## src/rtl/pif_defs.svh

```systemverilog
// offsets, field positions and reset values of the peripheral flag block
// assumes byte addressing on a 32-bit avalon-mm slave port
`ifndef PIF_DEFS_SVH
`define PIF_DEFS_SVH

`define PIF_OFS_FLAGS_C  8'h00
`define PIF_OFS_FLAGS_D  8'h04
`define PIF_OFS_ENABLE_C 8'h08
`define PIF_OFS_ENABLE_D 8'h0C
`define PIF_OFS_STATUS   8'h10
`define PIF_OFS_MASK     8'h14

`define PIF_IMPL_C       8'h7A
`define PIF_IMPL_D       8'h33

`define PIF_BIT_CCP5     6
`define PIF_BIT_CCP4     5
`define PIF_BIT_CCP3     4
`define PIF_BIT_TIMER6   3
`define PIF_BIT_TIMER4   1
`define PIF_BIT_RX2      5
`define PIF_BIT_TX2      4
`define PIF_BIT_BCOL2    1
`define PIF_BIT_SYNC2    0

`define PIF_STAT_C       0
`define PIF_STAT_D       1

`define PIF_RST_REG8     8'h00
`define PIF_RST_STAT     2'h0
`define PIF_RST_DATA     32'h0000_0000
`define PIF_RESP_OK      2'h0
`define PIF_RESP_DECERR  2'h3

`endif

```

## src/rtl/pif_pkg.sv

```systemverilog
// types shared by the peripheral flag block
// no assumptions beyond the defs header
package pif_pkg;
   typedef enum logic {
      PIF_IDLE,
      PIF_ACK
   } pif_bus_state_t;
endpackage

```

## src/rtl/pif_flag_bank.sv

```systemverilog
// one flag register with its matching enable register
// assumes writes are single-cycle pulses from the bus front end
`timescale 1ns/1ps
`include "pif_defs.svh"
module pif_flag_bank #(
   parameter int           W    = 8,
   parameter logic [W-1:0] IMPL = '1
) (
   input  wire logic         mclk,       // system clock
   input  wire logic         srst,       // sync reset, high
   input  wire logic [W-1:0] event_in,   // event pulses
   input  wire logic         flag_wr,    // write flags
   input  wire logic         en_wr,      // write enables
   input  wire logic [W-1:0] wdata,      // write data
   output logic      [W-1:0] flags_ff,   // pending flags
   output logic      [W-1:0] enables_ff  // enable bits
);
   logic [W-1:0] nxt_flags;
   logic [W-1:0] nxt_enables;

   always_comb begin
      nxt_flags   = flags_ff;
      nxt_enables = enables_ff;
      if (flag_wr) begin
         nxt_flags = wdata;
      end
      // set ignores enables
      nxt_flags = (nxt_flags | event_in) & IMPL;
      if (en_wr) begin
         nxt_enables = wdata & IMPL;
      end
   end

   // clear on reset
   always_ff @(posedge mclk) begin
      if (srst) begin
         flags_ff   <= W'(`PIF_RST_REG8);
         enables_ff <= W'(`PIF_RST_REG8);
      end else begin
         flags_ff   <= nxt_flags;
         enables_ff <= nxt_enables;
      end
   end
endmodule

```

## src/rtl/pif_bus_front.sv

```systemverilog
// avalon-mm handshake: one wait cycle per transfer
// assumes the master holds its request until waitrequest is seen low
`timescale 1ns/1ps
module pif_bus_front (
   input  wire logic mclk,            // system clock
   input  wire logic srst,            // sync reset, high
   input  wire logic avs_read,        // read request
   input  wire logic avs_write,       // write request
   output logic      avs_waitrequest, // stall, from flop
   output logic      capture,         // latch read data
   output logic      commit_wr        // write takes effect
);
   pif_pkg::pif_bus_state_t state_ff;
   pif_pkg::pif_bus_state_t nxt_state;
   logic                    nxt_wait;

   always_comb begin
      nxt_state = state_ff;
      nxt_wait  = 1'b1;
      case (state_ff)
         pif_pkg::PIF_IDLE: begin
            if (avs_read || avs_write) begin
               nxt_state = pif_pkg::PIF_ACK;
               nxt_wait  = 1'b0;
            end
         end
         pif_pkg::PIF_ACK: begin
            nxt_state = pif_pkg::PIF_IDLE;
         end
         default: begin
            nxt_state = pif_pkg::PIF_IDLE;
         end
      endcase
   end

   assign capture   = (state_ff == pif_pkg::PIF_IDLE) && (avs_read || avs_write);
   assign commit_wr = (state_ff == pif_pkg::PIF_ACK) && avs_write;

   always_ff @(posedge mclk) begin
      if (srst) begin
         state_ff        <= pif_pkg::PIF_IDLE;
         avs_waitrequest <= 1'b1;
      end else begin
         state_ff        <= nxt_state;
         avs_waitrequest <= nxt_wait;
      end
   end
endmodule

```

## src/rtl/pif_irq_regs.sv

```systemverilog
// peripheral interrupt flag block: two flag registers, two enable registers,
// an event status/mask pair and the interrupt outputs behind an avalon-mm port
// assumes event inputs are synchronous one-cycle (or longer) pulses on mclk
//
// Overview of operation
// flag bit reads 1 while pending, 0 when not pending.
// flag reg c holds capture/compare five, four, three at bits 6, 5, 4.
// flag reg c bit 3 on sixth timer match, bit 1 on fourth.
// flag reg c bits 7, 2 and 0 always read zero.
// flag reg d bit 5 serial receive, bit 4 transmit; bits 7, 6, 3, 2 zero.
// flag reg d bit 1 sync port collision, bit 0 sync port event.
// flags set on their event regardless of any enable bit.
// software should clear a flag before enabling its interrupt.
// implemented flags read/write by software, cleared by every reset.
// enable bit 1 lets its interrupt through, 0 blocks it.
// request output is OR over all flags ANDed with enables.
`timescale 1ns/1ps
`include "pif_defs.svh"
module pif_irq_regs (
   input  wire logic        mclk,                   // system clock, 10 MHz
   input  wire logic        srst,                   // sync reset, high
   input  wire logic [7:0]  avs_address,            // byte address
   input  wire logic        avs_read,               // read strobe
   input  wire logic        avs_write,              // write strobe
   input  wire logic [31:0] avs_writedata,          // write data
   input  wire logic [3:0]  avs_byteenable,         // byte lanes
   output logic      [31:0] avs_readdata,           // read data, from flop
   output logic      [1:0]  avs_response,           // ok or decode error
   output logic             avs_waitrequest,        // stall, from flop
   input  wire logic        ev_capcomp_five,        // capture/compare 5 event
   input  wire logic        ev_capcomp_four,        // capture/compare 4 event
   input  wire logic        ev_capcomp_three,       // capture/compare 3 event
   input  wire logic        ev_sixth_timer_match,   // timer 6 period match
   input  wire logic        ev_fourth_timer_match,  // timer 4 period match
   input  wire logic        ev_serial_two_receive,  // serial 2 receive
   input  wire logic        ev_serial_two_transmit, // serial 2 transmit
   input  wire logic        ev_sync_port_two_coll,  // sync port 2 collision
   input  wire logic        ev_sync_port_two_event, // sync port 2 event
   output logic             periph_irq_ff,          // flags and enables request
   output logic             irq_ff                  // status and mask level
);
   logic [7:0]  ev_c;
   logic [7:0]  ev_d;
   logic [7:0]  flags_c;
   logic [7:0]  flags_d;
   logic [7:0]  enables_c;
   logic [7:0]  enables_d;
   logic        capture;
   logic        commit_wr;
   logic        lane0_wr;
   logic [7:0]  wbyte;
   logic        wr_flags_c;
   logic        wr_flags_d;
   logic        wr_enable_c;
   logic        wr_enable_d;
   logic        wr_status;
   logic        wr_mask;
   logic [1:0]  stat_ff;
   logic [1:0]  mask_ff;
   logic [1:0]  nxt_stat;
   logic [1:0]  nxt_mask;
   logic [31:0] nxt_readdata;
   logic [1:0]  nxt_response;
   logic        nxt_periph_irq;
   logic        nxt_irq;

   // capture/compare positions
   // timer match positions
   always_comb begin
      ev_c                   = 8'h00;
      ev_c[`PIF_BIT_CCP5]    = ev_capcomp_five;
      ev_c[`PIF_BIT_CCP4]    = ev_capcomp_four;
      ev_c[`PIF_BIT_CCP3]    = ev_capcomp_three;
      ev_c[`PIF_BIT_TIMER6]  = ev_sixth_timer_match;
      ev_c[`PIF_BIT_TIMER4]  = ev_fourth_timer_match;
   end

   // serial port positions
   // sync port positions
   always_comb begin
      ev_d                   = 8'h00;
      ev_d[`PIF_BIT_RX2]     = ev_serial_two_receive;
      ev_d[`PIF_BIT_TX2]     = ev_serial_two_transmit;
      ev_d[`PIF_BIT_BCOL2]   = ev_sync_port_two_coll;
      ev_d[`PIF_BIT_SYNC2]   = ev_sync_port_two_event;
   end

   pif_bus_front u_front (
      .mclk            (mclk),
      .srst            (srst),
      .avs_read        (avs_read),
      .avs_write       (avs_write),
      .avs_waitrequest (avs_waitrequest),
      .capture         (capture),
      .commit_wr       (commit_wr)
   );

   // only lane 0 carries register bits; other lanes are accepted and dropped
   assign lane0_wr    = commit_wr && avs_byteenable[0];
   assign wbyte       = avs_writedata[7:0];
   assign wr_flags_c  = lane0_wr && (avs_address == `PIF_OFS_FLAGS_C);
   assign wr_flags_d  = lane0_wr && (avs_address == `PIF_OFS_FLAGS_D);
   assign wr_enable_c = lane0_wr && (avs_address == `PIF_OFS_ENABLE_C);
   assign wr_enable_d = lane0_wr && (avs_address == `PIF_OFS_ENABLE_D);
   assign wr_status   = lane0_wr && (avs_address == `PIF_OFS_STATUS);
   assign wr_mask     = lane0_wr && (avs_address == `PIF_OFS_MASK);

   // unimplemented bits masked
   // software read/write flags
   pif_flag_bank #(
      .W    (8),
      .IMPL (`PIF_IMPL_C)
   ) u_bank_c (
      .mclk       (mclk),
      .srst       (srst),
      .event_in   (ev_c),
      .flag_wr    (wr_flags_c),
      .en_wr      (wr_enable_c),
      .wdata      (wbyte),
      .flags_ff   (flags_c),
      .enables_ff (enables_c)
   );

   // unimplemented bits masked
   pif_flag_bank #(
      .W    (8),
      .IMPL (`PIF_IMPL_D)
   ) u_bank_d (
      .mclk       (mclk),
      .srst       (srst),
      .event_in   (ev_d),
      .flag_wr    (wr_flags_d),
      .en_wr      (wr_enable_d),
      .wdata      (wbyte),
      .flags_ff   (flags_d),
      .enables_ff (enables_d)
   );

   // status: one sticky bit per flag register, write one to clear;
   // an event in the clearing cycle keeps its bit set
   always_comb begin
      nxt_stat = stat_ff;
      nxt_mask = mask_ff;
      if (wr_status) begin
         nxt_stat = stat_ff & ~wbyte[1:0];
      end
      nxt_stat[`PIF_STAT_C] = nxt_stat[`PIF_STAT_C] | (|ev_c);
      nxt_stat[`PIF_STAT_D] = nxt_stat[`PIF_STAT_D] | (|ev_d);
      if (wr_mask) begin
         nxt_mask = wbyte[1:0];
      end
   end

   always_ff @(posedge mclk) begin
      if (srst) begin
         stat_ff <= `PIF_RST_STAT;
         mask_ff <= `PIF_RST_STAT;
      end else begin
         stat_ff <= nxt_stat;
         mask_ff <= nxt_mask;
      end
   end

   // read data is latched when the request is first seen and holds
   // through the acknowledge cycle, so a read never sees its own write
   always_comb begin
      nxt_readdata = avs_readdata;
      nxt_response = avs_response;
      if (capture) begin
         nxt_readdata = `PIF_RST_DATA;
         nxt_response = `PIF_RESP_OK;
         case (avs_address)
            // pending flags readable
            `PIF_OFS_FLAGS_C:  nxt_readdata[7:0] = flags_c;
            `PIF_OFS_FLAGS_D:  nxt_readdata[7:0] = flags_d;
            `PIF_OFS_ENABLE_C: nxt_readdata[7:0] = enables_c;
            `PIF_OFS_ENABLE_D: nxt_readdata[7:0] = enables_d;
            `PIF_OFS_STATUS:   nxt_readdata[1:0] = stat_ff;
            `PIF_OFS_MASK:     nxt_readdata[1:0] = mask_ff;
            default:           nxt_response      = `PIF_RESP_DECERR;
         endcase
      end
   end

   always_comb begin
      // enable gates flag
      // R11 or of gated flags
      nxt_periph_irq = |((flags_c & enables_c) | (flags_d & enables_d));
      nxt_irq        = |(stat_ff & mask_ff);
   end

   always_ff @(posedge mclk) begin
      if (srst) begin
         avs_readdata  <= `PIF_RST_DATA;
         avs_response  <= `PIF_RESP_OK;
         periph_irq_ff <= 1'b0;
         irq_ff        <= 1'b0;
      end else begin
         avs_readdata  <= nxt_readdata;
         avs_response  <= nxt_response;
         periph_irq_ff <= nxt_periph_irq;
         irq_ff        <= nxt_irq;
      end
   end
endmodule

```

## config.mk

```make
export PLATFORM = sky130hd
export DESIGN_NAME = pif_irq_regs
export DESIGN_NICKNAME = d
export VERILOG_FILES = /design/src/rtl/pif_pkg.sv /design/src/rtl/pif_flag_bank.sv /design/src/rtl/pif_bus_front.sv /design/src/rtl/pif_irq_regs.sv
export VERILOG_INCLUDE_DIRS = /design/src /design/src/rtl
export SDC_FILE = /design/constraint.sdc
export NUM_CORES = 1
export LEC_CHECK = 0
export BUFFER_PORTS_ARGS = -buffer_cell sky130_fd_sc_hd__buf_2
export CAP_MARGIN = 10
export CORE_UTILIZATION = 45
export CTS_CLUSTER_SIZE = 12
export DETAILED_ROUTE_END_ITERATION = 10
export PLACE_DENSITY = 0.8
export SLEW_MARGIN = 20
export SYNTH_ARGS = -nofsm -noshare
export SYNTH_HDL_FRONTEND = slang
export SYNTH_SLANG_ARGS = --single-unit
```

## constraint.sdc

```tcl
create_clock -name mclk -period 2.7 [get_ports mclk]
set_clock_uncertainty 0.2 [all_clocks]
set_input_delay 0.54 -clock mclk [delete_from_list [all_inputs] [get_ports mclk]]
set_output_delay 0.54 -clock mclk [all_outputs]
set_load 0.005 [all_outputs]
```

==> summary.txt <==
PLACED DESIGN
----------------------------------------------------------------------------------------
DP Wirelength                                                                    2629 µm
Final weighted congestion of routability-driven global placement                  0.8195
Number of buffers added on ports                                                      38
Cell area after placement                                                       1869 µm²

CLOCK TREE
----------------------------------------------------------------------------------------
Post-CTS resize count                                                                  0
H-tree levels                                                                          2
Postcts setup bufs                                                                     0
Clk sink count                                                                        33
Number of buffers inserted during clock tree synthesis                                 5
CTS tree                                                                             yes
Clock latency on the worst-skew pair                                             0.28 ns
Clock slew seen by the registers of the worst setup and hold paths               0.06 ns
Buffers from clock root to sink, at most                                               2
CTS hold repair buffers                                                                0
Cell chosen for the clock root                                              sky130_fd_sc_hd__clkbuf_8

GRT
----------------------------------------------------------------------------------------
GR Overflow Total                                                                      0
GRT Resource Usage Total                                                          17.92%
Number of antenna violations at the first check in global routing                      0
Largest net degree at the start of global routing                                     35
First-pass GRT wire length                                                       5671 µm
Number of global-route vias before repair                                           1253

CRITICAL PATH
----------------------------------------------------------------------------------------
Crit path max fanout                                                                  10
Data arrival time at the worst-slack endpoint                                    2.15 ns
FF-to-FF Start                                                              u_front.state_ff
Critical path class                                                         input pin to flip-flop
Launch point of the critical path                                           avs_address[4]
Required time at the endpoint of the critical path                               2.70 ns
Worst Setup End Kind                                                           flip-flop
Critical path launch point type                                                input pin

RUN STATUS
----------------------------------------------------------------------------------------
Outcome                                                                        completed

CELLS AND AREA
----------------------------------------------------------------------------------------
Number of antenna repair diodes                                                        0
Fraction of layout cells with a size suffix above 1                               24.67%
Leading cell types in the layout, fill and taps excluded                    sky130_fd_sc_hd__buf_2 (38), sky130_fd_sc_hd__dfxtp_1 (33), sky130_fd_sc_hd__nor2_1 (27), sky130_fd_sc_hd__conb_1 (26), sky130_fd_sc_hd__mux2i_1 (13)
Most frequent standard cell in the layout excluding fill and tap cells      sky130_fd_sc_hd__buf_2
Number of nets in the final layout                                                   284
Post-route design area                                                          1973 µm²
Synthesis-to-finish area growth                                                   11.06%

ROUTE
----------------------------------------------------------------------------------------
Wire length per cell after detailed routing                                     12.40 µm
Average via count per standard cell                                                5.175
Via total after detailed routing                                                    1423
Number of search-and-repair iterations in the first detailed-routing pass              4
Drt drc                                                                                0
Routed wire length                                                               3411 µm
Number of nets with antenna violations after detailed routing                          0
DR iter-0 viols                                                                       63

FLOORPLANNING
----------------------------------------------------------------------------------------
Horizontal die dimension                                                        64.84 µm
Effective utilization at floorplan                                                47.81%
Std cell rows                                                                         22
Overall die area                                                                4204 µm²
Height of the die                                                               64.84 µm
Count of boundary I/O pins                                                            94
Core box area                                                                   3716 µm²

SYNTHESIS
----------------------------------------------------------------------------------------
Mean post-synth cell area                                                      9.206 µm²
Combined area of all synthesized cells                                          1777 µm²
Register area share after synthesis                                               37.18%
Post-Syn Instances                                                                   193
Cell variety after synth                                                              37
Area share of fa/ha/maj cells after synthesis                                         0%
Compound-Gate Fraction of Synth Area                                              11.55%
#FFs+latches synth                                                                    33
Multiplexer area fraction after synthesis                                         11.76%
Async set or reset register ratio after synthesis                                     0%
Main combinational cell family by area after synthesis                      simple AND/OR/NAND/NOR gates
Simple-gate portion of the synthesized area                                       24.51%
Total number of yosys warnings                                                         0
Area share of xor/xnor cells in the synthesized design                                0%
Top_reg_cell synth                                                          sky130_fd_sc_hd__dfxtp_1
Number of synthesized flops with an enable pin                                         0

WORST HOLD PATH
----------------------------------------------------------------------------------------
Min-Delay Path Class                                                        flip-flop to flip-flop
Startpoint of the tightest hold check path                                  avs_readdata[5]

TIMING
----------------------------------------------------------------------------------------
Tcrit/Tclk final                                                                  79.73%
Setup Total Neg Slack                                                               0 ns
Count of final max-slew check failures                                                 0
Setup violators final                                                                  0
Transition time at the pin with the least slew margin                          0.5655 ns
Shortest clock period the worst path allows after layout                        2.153 ns
Achievable frequency                                                           464.5 MHz
Final hold vios                                                                        0
Relative slew slack                                                               62.02%
Unrepaired setup endpoints after global routing                                       no

RUN
----------------------------------------------------------------------------------------
Number of max-cap violations                                                           0

POWER AND IR DROP
----------------------------------------------------------------------------------------
Overall power consumption                                                       1.056 mW
Static power due to leakage                                                    0.8142 nW
Peak supply drop                                                               0.2724 mV
Power Density                                                               535.4 nW/µm²

state kept, by name (all words and copies together), names as in the netlist:
signal	flops
mask_ff	2
periph_irq_ff	1
stat_ff	2
u_bank_d.enables_ff	4
u_bank_c.flags_ff	5
avs_response	1
u_front.state_ff	1
u_bank_c.enables_ff	5
u_front.avs_waitrequest	1
avs_readdata	6
irq_ff	1
u_bank_d.flags_ff	4
kinds of logic (layout without fill, tap and decap cells):
| group | after synthesis | count (layout) |
|---|---|---|
| multiplexers | 18 | 18 |
| flip-flops | 33 | 33 |
| AO/OA/AOI/OAI | 29 | 29 |
| AND/OR/NAND/NOR | 73 | 73 |
| other | 1 | 26 |
| buffers and inverters | 39 | 48 |
cells in the mapped netlist, types with 3 or more instances:
| library cell | count | area [µm²] |
|---|---|---|
| sky130_fd_sc_hd__mux2_2 | 3 | 33.78 |
| sky130_fd_sc_hd__nand2_1 | 5 | 18.77 |
| sky130_fd_sc_hd__nand2b_1 | 4 | 25.02 |
| sky130_fd_sc_hd__nand4_1 | 3 | 18.77 |
| sky130_fd_sc_hd__mux2i_1 | 13 | 130.1 |
| sky130_fd_sc_hd__nor3_1 | 11 | 55.05 |
| sky130_fd_sc_hd__inv_1 | 3 | 11.26 |
| sky130_fd_sc_hd__a211oi_1 | 12 | 90.09 |
| sky130_fd_sc_hd__nor4_4 | 4 | 85.08 |
| sky130_fd_sc_hd__a21oi_1 | 6 | 30.03 |
| sky130_fd_sc_hd__nor2_1 | 27 | 101.4 |
| sky130_fd_sc_hd__buf_4 | 27 | 202.7 |
| sky130_fd_sc_hd__clkbuf_1 | 7 | 26.28 |
| sky130_fd_sc_hd__nand3_1 | 6 | 30.03 |
| sky130_fd_sc_hd__dfxtp_1 | 33 | 660.6 |
area by class of cell:
cell class	count	area, µm²
clock inverters	2	35.03
multi-input cells	146	947.2
fillers	372	1743
repair buffers	38	190.2
clock buffers	5	68.82
well taps	48	60.06
inverters	3	11.26
flip-flops and latches	33	660.6
metal layers:
layer	vias to the layer above	global-route usage, %	routed length [µm]
li1	718	-	-
met1	640	23.75	1602
met2	58	26.95	1489
met3	7	4.577	261
met4	0	8.333	57
met5	-	0	0
worst max-delay path, stage by stage:
cell and delay [ns]:
sky130_fd_sc_hd__buf_2 0.16, sky130_fd_sc_hd__or4_4 0.58, sky130_fd_sc_hd__nor4_4 0.53, sky130_fd_sc_hd__nor3_1 0.09, sky130_fd_sc_hd__a211oi_1 0.23
final timing paths:
path	endpoint	slack (ns)	cells after the start
min	avs_readdata[5]	0.25	2
min reg2reg	avs_readdata[5]	0.25	2
max reg2reg	u_bank_c.flags_ff[5]	0.97	4
max	u_bank_c.flags_ff[5]	0.55	5
report_power, final:
group	internal (mW)	switching, mW	leakage (nW)	total [mW]
clock	0.268	0.166	0.0540	0.434
combinational	0.0423	0.0651	0.490	0.107
sequential	0.502	0.0128	0.270	0.515
total	0.812	0.244	0.814	1.06
metrics by stage:
stage / worst slack (ns) / std cells / util (%) / hold slack (ns)
2_1_floorplan: 0.4479 / 218 / - / 0.2483
3_3_place_gp: 0.3069 / 268 / 50.30 / 0.2393
3_5_place_dp: 0.2689 / 268 / 50.30 / 0.2445
4_1_cts: 0.5627 / 275 / 53.10 / 0.2530
5_1_grt: 0.4162 / 275 / 53.10 / 0.2676
6_report: 0.5472 / 275 / 53.10 / 0.2513
Note: power is estimated with default switching activity, not from simulation.
